<file path="src/include/rcs_pkg.sv">
/*
 * Constants, types and mode encodings shared by the remote control
 * supervisor and its set-value clipping unit.
 * Assumes a single 40 MHz clock domain and a plain register port.
 */
// Summary of operation
// - supervise only the digital interface that currently holds remote control
// - supervision suspended whenever the device is not under remote control
// - every message on the supervised interface reloads the timer
// - on timer expiry the device leaves remote control
// - on expiry with output on, switch off or keep per configuration
// - a new timeout value applies only after the running period elapses
// - supervision is independent of the network connection timeout
// - analog control only after takeover pin asserts; inputs ignored before
// - output standby pin acts regardless of analog control state
// - voltage, current, power taken together from analog; resistance optional
// - protection thresholds are never taken from the analog interface
// - under analog control the displayed set values are the analog ones
// - analog range selectable as 0-5 V or 0-10 V full scale
// - reference output level follows the selected range
// - every set value is clipped to its adjustment limit
// - digital takeover refused with error while analog control active
package rcs_pkg;
   // ****************************************************************
   // register map (word addresses)
   // ****************************************************************
   localparam logic [3:0] ADDR_CTRL      = 4'h0;
   localparam logic [3:0] ADDR_TIMEOUT   = 4'h1;
   localparam logic [3:0] ADDR_STATUS    = 4'h2;
   localparam logic [3:0] ADDR_LIM_V     = 4'h3;
   localparam logic [3:0] ADDR_LIM_I     = 4'h4;
   localparam logic [3:0] ADDR_LIM_P     = 4'h5;
   localparam logic [3:0] ADDR_LIM_R     = 4'h6;
   localparam logic [3:0] ADDR_OVP       = 4'h7;
   localparam logic [3:0] ADDR_PANEL_V   = 4'h8;
   localparam logic [3:0] ADDR_PANEL_I   = 4'h9;
   localparam logic [3:0] ADDR_PANEL_P   = 4'hA;
   localparam logic [3:0] ADDR_PANEL_R   = 4'hB;
   localparam logic [3:0] ADDR_SHOW_V    = 4'hC;
   localparam logic [3:0] ADDR_SHOW_I    = 4'hD;
   localparam logic [3:0] ADDR_SHOW_P    = 4'hE;
   localparam logic [3:0] ADDR_SHOW_R    = 4'hF;

   // ****************************************************************
   // control register fields
   // ****************************************************************
   localparam int CTRL_SUPV_EN   = 0;
   localparam int CTRL_KEEP_ON   = 1;
   localparam int CTRL_RANGE10   = 2;
   localparam int CTRL_LOCAL     = 3;
   localparam int CTRL_OUT_ON    = 4;
   localparam int CTRL_RES_MODE  = 5;
   localparam int CTRL_WIDTH     = 6;
   localparam logic [CTRL_WIDTH-1:0] CTRL_RESET = 6'h00;

   // ****************************************************************
   // status register fields
   // ****************************************************************
   localparam int ST_REMOTE_DIG  = 0;
   localparam int ST_REMOTE_ANA  = 1;
   localparam int ST_OUT_ON      = 2;
   localparam int ST_EXPIRED     = 3;
   localparam int ST_REJECTED    = 4;
   localparam int ST_IF_LSB      = 8;

   // ****************************************************************
   // timing: timeout counted in milliseconds
   // ****************************************************************
   localparam int  CLK_HZ         = 40_000_000;
   localparam int  TICK_MS        = 1;
   localparam int  TICK_CYCLES    = CLK_HZ / 1000 * TICK_MS;
   localparam logic [15:0] TIMEOUT_RESET = 16'h03E8;

   // ****************************************************************
   // analog scaling: 0-5 V full scale reads half of 0-10 V full scale
   // ****************************************************************
   localparam int  SCALE_SHIFT_5V = 1;
   localparam int  REF_MV_5       = 5000;
   localparam int  REF_MV_10      = 10000;

   // digital interface identifiers
   localparam int  IF_ID_W        = 3;
   localparam logic [IF_ID_W-1:0] IF_NONE = 3'h0;

   typedef enum {CTL_MANUAL, CTL_DIGITAL, CTL_ANALOG} rcs_ctl_type;
endpackage

</file>
<file path="src/include/rcs_lim_if.sv">
/*
 * Carries one raw set value and its limit to the clipping unit and
 * the clipped result back. Used only between the supervisor modules.
 */
interface rcs_lim_if #(parameter int W = 16);
   logic [W-1:0] raw;
   logic [W-1:0] limit;
   logic [W-1:0] clipped;
   modport src (output raw, output limit, input clipped);
   modport clip (input raw, input limit, output clipped);
endinterface

</file>
<file path="src/rcs_clip.sv">
/*
 * Clips four set values against their adjustment limits.
 * Assumes the caller presents values already scaled to full width.
 */
module rcs_clip #(
   parameter int N = 4
) (
   rcs_lim_if.clip lanes [N]
);
   for (genvar k = 0; k < N; k++) begin : g_lane
      assign lanes[k].clipped = (lanes[k].raw > lanes[k].limit) ?
                                lanes[k].limit : lanes[k].raw;
   end
endmodule

</file>
<file path="src/rcs_supervisor.sv">
/*
 * Remote control supervisor: arbitrates digital and analog remote
 * control, runs the communication watchdog on the controlling digital
 * interface, scales and clips set values and drives the reference level.
 * Assumes frame-ok strobes come from same-clock protocol logic; the two
 * analog-side control pins are asynchronous and are synchronised here.
 */
// Strobed register access and the placing of the registers were chosen for this implementation.
module rcs_supervisor #(
   parameter int W       = 16,
   parameter int TICKS   = rcs_pkg::TICK_CYCLES
) (
   // clock and reset
   input  wire logic                      clk,
   input  wire logic                      rst_n,
   input  wire logic                      clkEn,
   // register port
   input  wire logic [3:0]                regAddr,
   input  wire logic [31:0]               regWrData,
   input  wire logic                      regWr,
   input  wire logic                      regRd,
   output logic [31:0]                    regRdData,
   // digital interfaces (same clock)
   input  wire logic                      remoteReq,
   input  wire logic                      remoteRelease,
   input  wire logic [rcs_pkg::IF_ID_W-1:0] reqIf,
   input  wire logic                      frameOk,
   input  wire logic [rcs_pkg::IF_ID_W-1:0] frameIf,
   output logic                           remoteErr,
   output logic [rcs_pkg::IF_ID_W-1:0]    remoteErrIf,
   // analog port pins
   input  wire logic                      analogTakeover_n,
   input  wire logic                      outputStandbyPin,
   input  wire logic [W-1:0]              voltageSetpointInput,
   input  wire logic [W-1:0]              currentSetpointInput,
   input  wire logic [W-1:0]              powerSetpointInput,
   input  wire logic [W-1:0]              resistanceSetpointInput,
   output logic                           refHigh,
   // applied results
   output logic [W-1:0]                   setV,
   output logic [W-1:0]                   setI,
   output logic [W-1:0]                   setP,
   output logic [W-1:0]                   setR,
   output logic [W-1:0]                   ovpLevel,
   output logic                           dcOutputOn
);
   // ****************************************************************
   // functions
   // ****************************************************************
   function automatic logic [W-1:0] scaleIn(input logic [W-1:0] v, input logic r10);
      // full-width code means 100 %; the 5 V span delivers half the code
      logic [W:0] t;
      t = {1'b0, v} << rcs_pkg::SCALE_SHIFT_5V;
      if (r10)
         scaleIn = v;
      else if (t[W])
         scaleIn = '1;
      else
         scaleIn = t[W-1:0];
   endfunction

   // ****************************************************************
   // pin synchronisers
   // ****************************************************************
   logic [1:0] takeSync_ff, nxt_takeSync;
   logic [1:0] sbSync_ff,   nxt_sbSync;
   logic       analogPin;
   logic       standbyOn;

   always_comb begin
      nxt_takeSync = {takeSync_ff[0], ~analogTakeover_n};
      nxt_sbSync   = {sbSync_ff[0], outputStandbyPin};
   end

   always_ff @(posedge clk) begin
      if (!rst_n) begin
         takeSync_ff <= 2'h0;
         sbSync_ff   <= 2'h3;
      end else if (clkEn) begin
         takeSync_ff <= nxt_takeSync;
         sbSync_ff   <= nxt_sbSync;
      end
   end

   assign analogPin = takeSync_ff[1];
   assign standbyOn = sbSync_ff[1];

   // ****************************************************************
   // configuration registers
   // ****************************************************************
   logic [rcs_pkg::CTRL_WIDTH-1:0] ctrl_ff, nxt_ctrl;
   logic [15:0] timeoutCfg_ff, nxt_timeoutCfg;
   logic [W-1:0] limV_ff, limI_ff, limP_ff, limR_ff, ovp_ff;
   logic [W-1:0] nxt_limV, nxt_limI, nxt_limP, nxt_limR, nxt_ovp;
   logic [W-1:0] panV_ff, panI_ff, panP_ff, panR_ff;
   logic [W-1:0] nxt_panV, nxt_panI, nxt_panP, nxt_panR;
   logic         outOnClr;

   always_comb begin
      nxt_ctrl       = ctrl_ff;
      nxt_timeoutCfg = timeoutCfg_ff;
      nxt_limV = limV_ff;
      nxt_limI = limI_ff;
      nxt_limP = limP_ff;
      nxt_limR = limR_ff;
      nxt_ovp  = ovp_ff;
      nxt_panV = panV_ff;
      nxt_panI = panI_ff;
      nxt_panP = panP_ff;
      nxt_panR = panR_ff;
      if (regWr) begin
         case (regAddr)
            rcs_pkg::ADDR_CTRL:    nxt_ctrl = regWrData[rcs_pkg::CTRL_WIDTH-1:0];
            rcs_pkg::ADDR_TIMEOUT: nxt_timeoutCfg = regWrData[15:0];
            rcs_pkg::ADDR_LIM_V:   nxt_limV = regWrData[W-1:0];
            rcs_pkg::ADDR_LIM_I:   nxt_limI = regWrData[W-1:0];
            rcs_pkg::ADDR_LIM_P:   nxt_limP = regWrData[W-1:0];
            rcs_pkg::ADDR_LIM_R:   nxt_limR = regWrData[W-1:0];
            rcs_pkg::ADDR_OVP:     nxt_ovp  = regWrData[W-1:0];
            rcs_pkg::ADDR_PANEL_V: nxt_panV = regWrData[W-1:0];
            rcs_pkg::ADDR_PANEL_I: nxt_panI = regWrData[W-1:0];
            rcs_pkg::ADDR_PANEL_P: nxt_panP = regWrData[W-1:0];
            rcs_pkg::ADDR_PANEL_R: nxt_panR = regWrData[W-1:0];
            default: ;
         endcase
      end
      // expiry with switch-off wins over a same-cycle software write
      if (outOnClr)
         nxt_ctrl[rcs_pkg::CTRL_OUT_ON] = 1'b0;
   end

   always_ff @(posedge clk) begin
      if (!rst_n) begin
         ctrl_ff       <= rcs_pkg::CTRL_RESET;
         timeoutCfg_ff <= rcs_pkg::TIMEOUT_RESET;
         limV_ff <= '1;
         limI_ff <= '1;
         limP_ff <= '1;
         limR_ff <= '1;
         ovp_ff  <= '1;
         panV_ff <= '0;
         panI_ff <= '0;
         panP_ff <= '0;
         panR_ff <= '0;
      end else if (clkEn) begin
         ctrl_ff       <= nxt_ctrl;
         timeoutCfg_ff <= nxt_timeoutCfg;
         limV_ff <= nxt_limV;
         limI_ff <= nxt_limI;
         limP_ff <= nxt_limP;
         limR_ff <= nxt_limR;
         ovp_ff  <= nxt_ovp;
         panV_ff <= nxt_panV;
         panI_ff <= nxt_panI;
         panP_ff <= nxt_panP;
         panR_ff <= nxt_panR;
      end
   end

   // ****************************************************************
   // control location and watchdog
   // ****************************************************************
   rcs_pkg::rcs_ctl_type ctl_ff, nxt_ctl;
   logic [rcs_pkg::IF_ID_W-1:0] ownIf_ff, nxt_ownIf;
   logic [15:0] msLeft_ff, nxt_msLeft;
   logic [15:0] period_ff, nxt_period;
   logic [$clog2(TICKS+1)-1:0] tick_ff, nxt_tick;
   logic expired_ff, nxt_expired;
   logic rejected_ff, nxt_rejected;
   logic errPulse_ff, nxt_errPulse;
   logic [rcs_pkg::IF_ID_W-1:0] errIf_ff, nxt_errIf;
   logic supvRun, ownFrame, timeUp;

   // network connection timeout is handled elsewhere and untouched here
   assign supvRun  = (ctl_ff == rcs_pkg::CTL_DIGITAL) &&
                     ctrl_ff[rcs_pkg::CTRL_SUPV_EN];
   assign ownFrame = frameOk && (frameIf == ownIf_ff);
   assign timeUp   = supvRun && (msLeft_ff == 16'h0000) &&
                     (tick_ff == '0) && !ownFrame;
   assign outOnClr = timeUp && !ctrl_ff[rcs_pkg::CTRL_KEEP_ON];

   always_comb begin
      nxt_ctl      = ctl_ff;
      nxt_ownIf    = ownIf_ff;
      nxt_msLeft   = msLeft_ff;
      nxt_period   = period_ff;
      nxt_tick     = tick_ff;
      nxt_expired  = expired_ff;
      nxt_rejected = rejected_ff;
      nxt_errPulse = 1'b0;
      nxt_errIf    = errIf_ff;
      if (regWr && regAddr == rcs_pkg::ADDR_STATUS) begin
         nxt_expired  = expired_ff  & ~regWrData[rcs_pkg::ST_EXPIRED];
         nxt_rejected = rejected_ff & ~regWrData[rcs_pkg::ST_REJECTED];
      end
      case (ctl_ff)
         rcs_pkg::CTL_MANUAL: begin
            if (ctrl_ff[rcs_pkg::CTRL_LOCAL]) begin
               nxt_ctl = rcs_pkg::CTL_MANUAL;
            end else if (analogPin) begin
               nxt_ctl = rcs_pkg::CTL_ANALOG;
            end else if (remoteReq && reqIf != rcs_pkg::IF_NONE) begin
               nxt_ctl    = rcs_pkg::CTL_DIGITAL;
               nxt_ownIf  = reqIf;
               nxt_period = timeoutCfg_ff;
               nxt_msLeft = timeoutCfg_ff;
               nxt_tick   = TICKS[$bits(nxt_tick)-1:0] - 1'b1;
            end
         end
         rcs_pkg::CTL_DIGITAL: begin
            if (ctrl_ff[rcs_pkg::CTRL_LOCAL] ||
                (remoteRelease && reqIf == ownIf_ff)) begin
               nxt_ctl   = rcs_pkg::CTL_MANUAL;
               nxt_ownIf = rcs_pkg::IF_NONE;
            end else if (supvRun) begin
               if (ownFrame) begin
                  nxt_msLeft = period_ff;
                  nxt_tick   = TICKS[$bits(nxt_tick)-1:0] - 1'b1;
               end else if (timeUp) begin
                  nxt_ctl     = rcs_pkg::CTL_MANUAL;
                  nxt_ownIf   = rcs_pkg::IF_NONE;
                  nxt_expired = 1'b1;
               end else if (tick_ff == '0) begin
                  nxt_tick   = TICKS[$bits(nxt_tick)-1:0] - 1'b1;
                  nxt_msLeft = msLeft_ff - 16'h0001;
                  if (msLeft_ff == 16'h0001)
                     nxt_period = timeoutCfg_ff;
               end else begin
                  nxt_tick = tick_ff - 1'b1;
               end
            end else begin
               nxt_period = timeoutCfg_ff;
               nxt_msLeft = timeoutCfg_ff;
            end
         end
         rcs_pkg::CTL_ANALOG: begin
            if (!analogPin)
               nxt_ctl = rcs_pkg::CTL_MANUAL;
            if (remoteReq) begin
               nxt_rejected = 1'b1;
               nxt_errPulse = 1'b1;
               nxt_errIf    = reqIf;
            end
         end
         default: nxt_ctl = rcs_pkg::CTL_MANUAL;
      endcase
   end

   always_ff @(posedge clk) begin
      if (!rst_n) begin
         ctl_ff      <= rcs_pkg::CTL_MANUAL;
         ownIf_ff    <= rcs_pkg::IF_NONE;
         msLeft_ff   <= rcs_pkg::TIMEOUT_RESET;
         period_ff   <= rcs_pkg::TIMEOUT_RESET;
         tick_ff     <= '0;
         expired_ff  <= 1'b0;
         rejected_ff <= 1'b0;
         errPulse_ff <= 1'b0;
         errIf_ff    <= rcs_pkg::IF_NONE;
      end else if (clkEn) begin
         ctl_ff      <= nxt_ctl;
         ownIf_ff    <= nxt_ownIf;
         msLeft_ff   <= nxt_msLeft;
         period_ff   <= nxt_period;
         tick_ff     <= nxt_tick;
         expired_ff  <= nxt_expired;
         rejected_ff <= nxt_rejected;
         errPulse_ff <= nxt_errPulse;
         errIf_ff    <= nxt_errIf;
      end
   end

   assign remoteErr   = errPulse_ff;
   assign remoteErrIf = errIf_ff;

   // ****************************************************************
   // set value selection, scaling and clipping
   // ****************************************************************
   rcs_lim_if #(.W(W)) lanes [4] ();
   logic anaOn, r10;
   logic [W-1:0] sv_ff [4];
   logic [W-1:0] nxt_sv [4];
   logic dcOn_ff, nxt_dcOn;

   assign anaOn = (ctl_ff == rcs_pkg::CTL_ANALOG) && !ctrl_ff[rcs_pkg::CTRL_LOCAL];
   assign r10   = ctrl_ff[rcs_pkg::CTRL_RANGE10];

   // all three main set values switch source together
   assign lanes[0].raw = anaOn ? scaleIn(voltageSetpointInput, r10) : panV_ff;
   assign lanes[1].raw = anaOn ? scaleIn(currentSetpointInput, r10) : panI_ff;
   assign lanes[2].raw = anaOn ? scaleIn(powerSetpointInput, r10)   : panP_ff;
   assign lanes[3].raw = (anaOn && ctrl_ff[rcs_pkg::CTRL_RES_MODE]) ?
                         scaleIn(resistanceSetpointInput, r10) : panR_ff;
   assign lanes[0].limit = limV_ff;
   assign lanes[1].limit = limI_ff;
   assign lanes[2].limit = limP_ff;
   assign lanes[3].limit = limR_ff;

   rcs_clip #(.N(4)) u_clip (
      .lanes (lanes)
   );

   always_comb begin
      nxt_sv[0] = lanes[0].clipped;
      nxt_sv[1] = lanes[1].clipped;
      nxt_sv[2] = lanes[2].clipped;
      nxt_sv[3] = lanes[3].clipped;
      // standby pin gates the output in every control location
      nxt_dcOn  = nxt_ctrl[rcs_pkg::CTRL_OUT_ON] && standbyOn;
   end

   always_ff @(posedge clk) begin
      if (!rst_n) begin
         for (int k = 0; k < 4; k++)
            sv_ff[k] <= '0;
         dcOn_ff <= 1'b0;
      end else if (clkEn) begin
         for (int k = 0; k < 4; k++)
            sv_ff[k] <= nxt_sv[k];
         dcOn_ff <= nxt_dcOn;
      end
   end

   assign setV       = sv_ff[0];
   assign setI       = sv_ff[1];
   assign setP       = sv_ff[2];
   assign setR       = sv_ff[3];
   assign ovpLevel   = ovp_ff;
   assign dcOutputOn = dcOn_ff;
   assign refHigh    = ctrl_ff[rcs_pkg::CTRL_RANGE10];

   // ****************************************************************
   // read port
   // ****************************************************************
   logic [31:0] rd_ff, nxt_rd;

   always_comb begin
      nxt_rd = 32'h0000_0000;
      if (regRd) begin
         case (regAddr)
            rcs_pkg::ADDR_CTRL:    nxt_rd[rcs_pkg::CTRL_WIDTH-1:0] = ctrl_ff;
            rcs_pkg::ADDR_TIMEOUT: nxt_rd[15:0] = timeoutCfg_ff;
            rcs_pkg::ADDR_STATUS: begin
               nxt_rd[rcs_pkg::ST_REMOTE_DIG] = (ctl_ff == rcs_pkg::CTL_DIGITAL);
               nxt_rd[rcs_pkg::ST_REMOTE_ANA] = anaOn;
               nxt_rd[rcs_pkg::ST_OUT_ON]     = dcOn_ff;
               nxt_rd[rcs_pkg::ST_EXPIRED]    = expired_ff;
               nxt_rd[rcs_pkg::ST_REJECTED]   = rejected_ff;
               nxt_rd[rcs_pkg::ST_IF_LSB +: rcs_pkg::IF_ID_W] = ownIf_ff;
            end
            rcs_pkg::ADDR_LIM_V:   nxt_rd[W-1:0] = limV_ff;
            rcs_pkg::ADDR_LIM_I:   nxt_rd[W-1:0] = limI_ff;
            rcs_pkg::ADDR_LIM_P:   nxt_rd[W-1:0] = limP_ff;
            rcs_pkg::ADDR_LIM_R:   nxt_rd[W-1:0] = limR_ff;
            rcs_pkg::ADDR_OVP:     nxt_rd[W-1:0] = ovp_ff;
            rcs_pkg::ADDR_PANEL_V: nxt_rd[W-1:0] = panV_ff;
            rcs_pkg::ADDR_PANEL_I: nxt_rd[W-1:0] = panI_ff;
            rcs_pkg::ADDR_PANEL_P: nxt_rd[W-1:0] = panP_ff;
            rcs_pkg::ADDR_PANEL_R: nxt_rd[W-1:0] = panR_ff;
            rcs_pkg::ADDR_SHOW_V:  nxt_rd[W-1:0] = sv_ff[0];
            rcs_pkg::ADDR_SHOW_I:  nxt_rd[W-1:0] = sv_ff[1];
            rcs_pkg::ADDR_SHOW_P:  nxt_rd[W-1:0] = sv_ff[2];
            rcs_pkg::ADDR_SHOW_R:  nxt_rd[W-1:0] = sv_ff[3];
            default:               nxt_rd = 32'h0000_0000;
         endcase
      end
   end

   always_ff @(posedge clk) begin
      if (!rst_n)
         rd_ff <= 32'h0000_0000;
      else if (clkEn)
         rd_ff <= nxt_rd;
   end

   assign regRdData = rd_ff;
endmodule

</file>
<file path="config.mk">
export PLATFORM = sky130hd
export DESIGN_NAME = rcs_supervisor
export DESIGN_NICKNAME = d
export VERILOG_FILES = /design/src/include/rcs_pkg.sv /design/src/include/rcs_lim_if.sv /design/src/rcs_clip.sv /design/src/rcs_supervisor.sv
export SDC_FILE = /design/constraint.sdc
export NUM_CORES = 1
export LEC_CHECK = 0
export ABC_AREA = 0
export BUFFER_PORTS_ARGS = -buffer_cell sky130_fd_sc_hd__buf_4
export CORE_ASPECT_RATIO = 1.1
export CORE_MARGIN = 5
export CORE_UTILIZATION = 30
export CTS_CLUSTER_DIAMETER = 150
export CTS_CLUSTER_SIZE = 25
export DETAILED_ROUTE_END_ITERATION = 16
export PLACE_DENSITY = 0.51
export SLEW_MARGIN = 5
export SYNTH_ARGS = -nofsm -noshare
export SYNTH_HDL_FRONTEND = slang
export SYNTH_SLANG_ARGS = --single-unit
export TNS_END_PERCENT = 10
</file>
<file path="constraint.sdc">
create_clock -name clk -period 3.3 [get_ports clk]
set_clock_uncertainty 0.1 [all_clocks]
set_input_delay 0 -clock clk [delete_from_list [all_inputs] [get_ports clk]]
set_output_delay 0 -clock clk [all_outputs]
set_load 0.1 [all_outputs]
</file>
==> impl_metrics.ini <==
[synth]
synthMuxAreaShare = 0.00703
synth-xor-area-share = 0.00512
synth_edf_count = 64
syn_area_um2 = 17100
synth-simple-area-share = 0.220
synth_compound_area_frac = 0.253
synth_seq_area_share = 0.400
synthArstFlopShare = 0
ys_seq_elements = 310
yosysWarningCount = 0
synthAdderAreaFrac = 0.0505
synth.distinct_cells = 77
syn_avg_cell_area_um2 = 7.97
synthCells = 2145
synth_top_family_by_area = compound AO/OA/AOI/OAI gates
ys.flop_type = dfxtp_1

[cts]
clock_latency_ns = 0.54
cts-root-buf = clkbuf_16
htree_num_levels = 1
cts_tree = done
cts_buffer_depth = 3
cts_buffers = 16
path_clk_slew_ns = 0.12
cts.sinks = 310

[timing]
fmax_mhz = 293
setup_viol = 2
final.min_clock_period_ns = 3.41
worst_pin_slew_ns = 1.04
relSlewSlack = 0.304
period_share = 1.03
hold_viol = 0
rsz0062_at_grt = true
worst_slack_ns = -0.109
slew_violations = 0

[routing]
first_pass_iters = 6
drc = 0
wire_per_inst_um = 26.6
vias_per_cell = 5.75
drtAntennaViolNets = 0
routed_wl_mm = 84.0
drt_iter0_drc = 1893
vias = 18100

[die]
io_pins = 234
rows = 91
dieArea_um2 = 61900
start_util = 0.304
die_w_um = 238
die_h_um = 260
core_area_um2 = 56200

[global_route]
first_global_vias = 17200
grt.met2_usage = 0.416
grt_use_met1 = 0.336
grt_use_met3 = 0.0299
antenna_found_initial = 2
grt_overflow = 0
grt_max_degree = 85
grt_pass1_wl_mm = 119
track_usage = 0.255
top_usage_layer = met2

[power]
vdd_drop_max_mv = 0.290
total_power_uw = 8070
powerDensity_nw_per_um2 = 373
leakagePower_uw = 0.00887

[placed_design]
dpl.hpwl_mm = 63.2
gp_congestion = 1.03
dpl_cell_area_um2 = 20200
io_buffers = 201
numPlacedInstances = 3083
place_ws_ns = -0.483

[layout]
layout-drive-gt1-share = 0.210
area_growth_pct = 26.5
regArea_um2 = 6850
final_util = 0.385
layout.nets = 2587
instances_no_fill = 3156
final_common_cell = nand2_1
num-fill-cells = 5851
layout_common_cells = nand2_1, buf_4, dfxtp_1, a21oi_1, o21ai_0
multi_input_area_um2 = 9700
design_area_um2 = 21600

[setup_path]
rr_startpoint = ctrl_ff[2]
cp.arrival_ns = 3.66
reg2regPathDepth = 11
critPathLaunchType = flip-flop
crit_fanout = 14
crit_type = reg -> reg
crit_required_ns = 3.55
end_kind = flip-flop
startpoint = ctrl_ff[2]

[status]
status = complete, but fails checks
violations = setup timing

[hold_path]
min-delay-start = voltageSetpointInput[15]
min_delay_path_depth = 5
worstHoldPathType = in -> reg

[run]
drv_cap = 0
critical path, cell delays in order, from the launching register on:
cell      delay (ns)
dfxtp_4         0.49
clkinv_8        0.15
buf_12          0.17
o22ai_2         0.23
o21ai_2         0.11
ha_1            0.31
nand4_1         0.11
or2_4           0.29
nor3_4          0.34
a211oi_2        0.13
or4b_2          0.66
o31ai_1         0.11
routing by layer:
layer  up-vias  wire length, µm
li1       8286                -
met1      8751            34400
met2       907            38500
met3       194             6030
met4         0             5040
met5         -                0
area by class of cell:
cell class | instances | share of cell area
clock buffer | 25 | 0.0211
inverter | 76 | 0.0138
tap | 744 | 0.0430
clock inverter | 1 | 0.000752
timing repair buffer | 412 | 0.156
antenna | 2 | 0.000231
multi-input combinational | 1586 | 0.448
sequential | 310 | 0.317
cell usage after synthesis (30+ instances only):
library cell,instances,share of area
nand2_1,404,0.089
dfxtp_1,246,0.29
a21oi_1,164,0.048
o21ai_0,162,0.047
clkbuf_1,160,0.035
nor3_1,105,0.031
nor2_1,75,0.016
o211ai_1,75,0.033
inv_1,74,0.016
ha_1,69,0.051
edfxtp_1,64,0.11
a22oi_1,63,0.028
nand3_1,59,0.017
o22ai_1,57,0.021
nor3b_1,44,0.019
nand4_1,30,0.011
through the flow:
stage                     hold WS [ns]  setup TNS, ns
after floorplan               -0.00210         -0.898
after CTS                       0.0236         -0.119
after detailed placement         0.109         -11.13
after global placement           0.110          -9.68
after global routing            0.0587         -0.803
final                           0.0326         -0.115
report_power, final:
part | switching, µW | total [µW] | internal, µW
clock | 1390 | 2370 | 982
sequential | 165 | 4140 | 3970
combinational | 1120 | 1570 | 448
logic make-up after synthesis:
group | after synthesis
buf+inv | 265
simple gates | 801
mux | 12
other cells | 1
xor+xnor | 10
fa+ha+maj | 69
compound gates | 677
flops | 310
final timing paths:
path                  end  slack (ns)
max          sv_ff[1][15]       -0.11
max reg2reg  sv_ff[1][15]       -0.11
min          sv_ff[0][15]        0.03
min reg2reg  regRdData[4]        0.35
timing repair:
action,4_1_cts,5_1_grt
gates resized for setup,38,96
setup buffers,2,5
hold endpoints to repair,185,0
pin swaps,4,19
hold buffers,33,0
setup endpoints to repair,64,65
cloned,0,5
(Power assumes the default switching activity.)
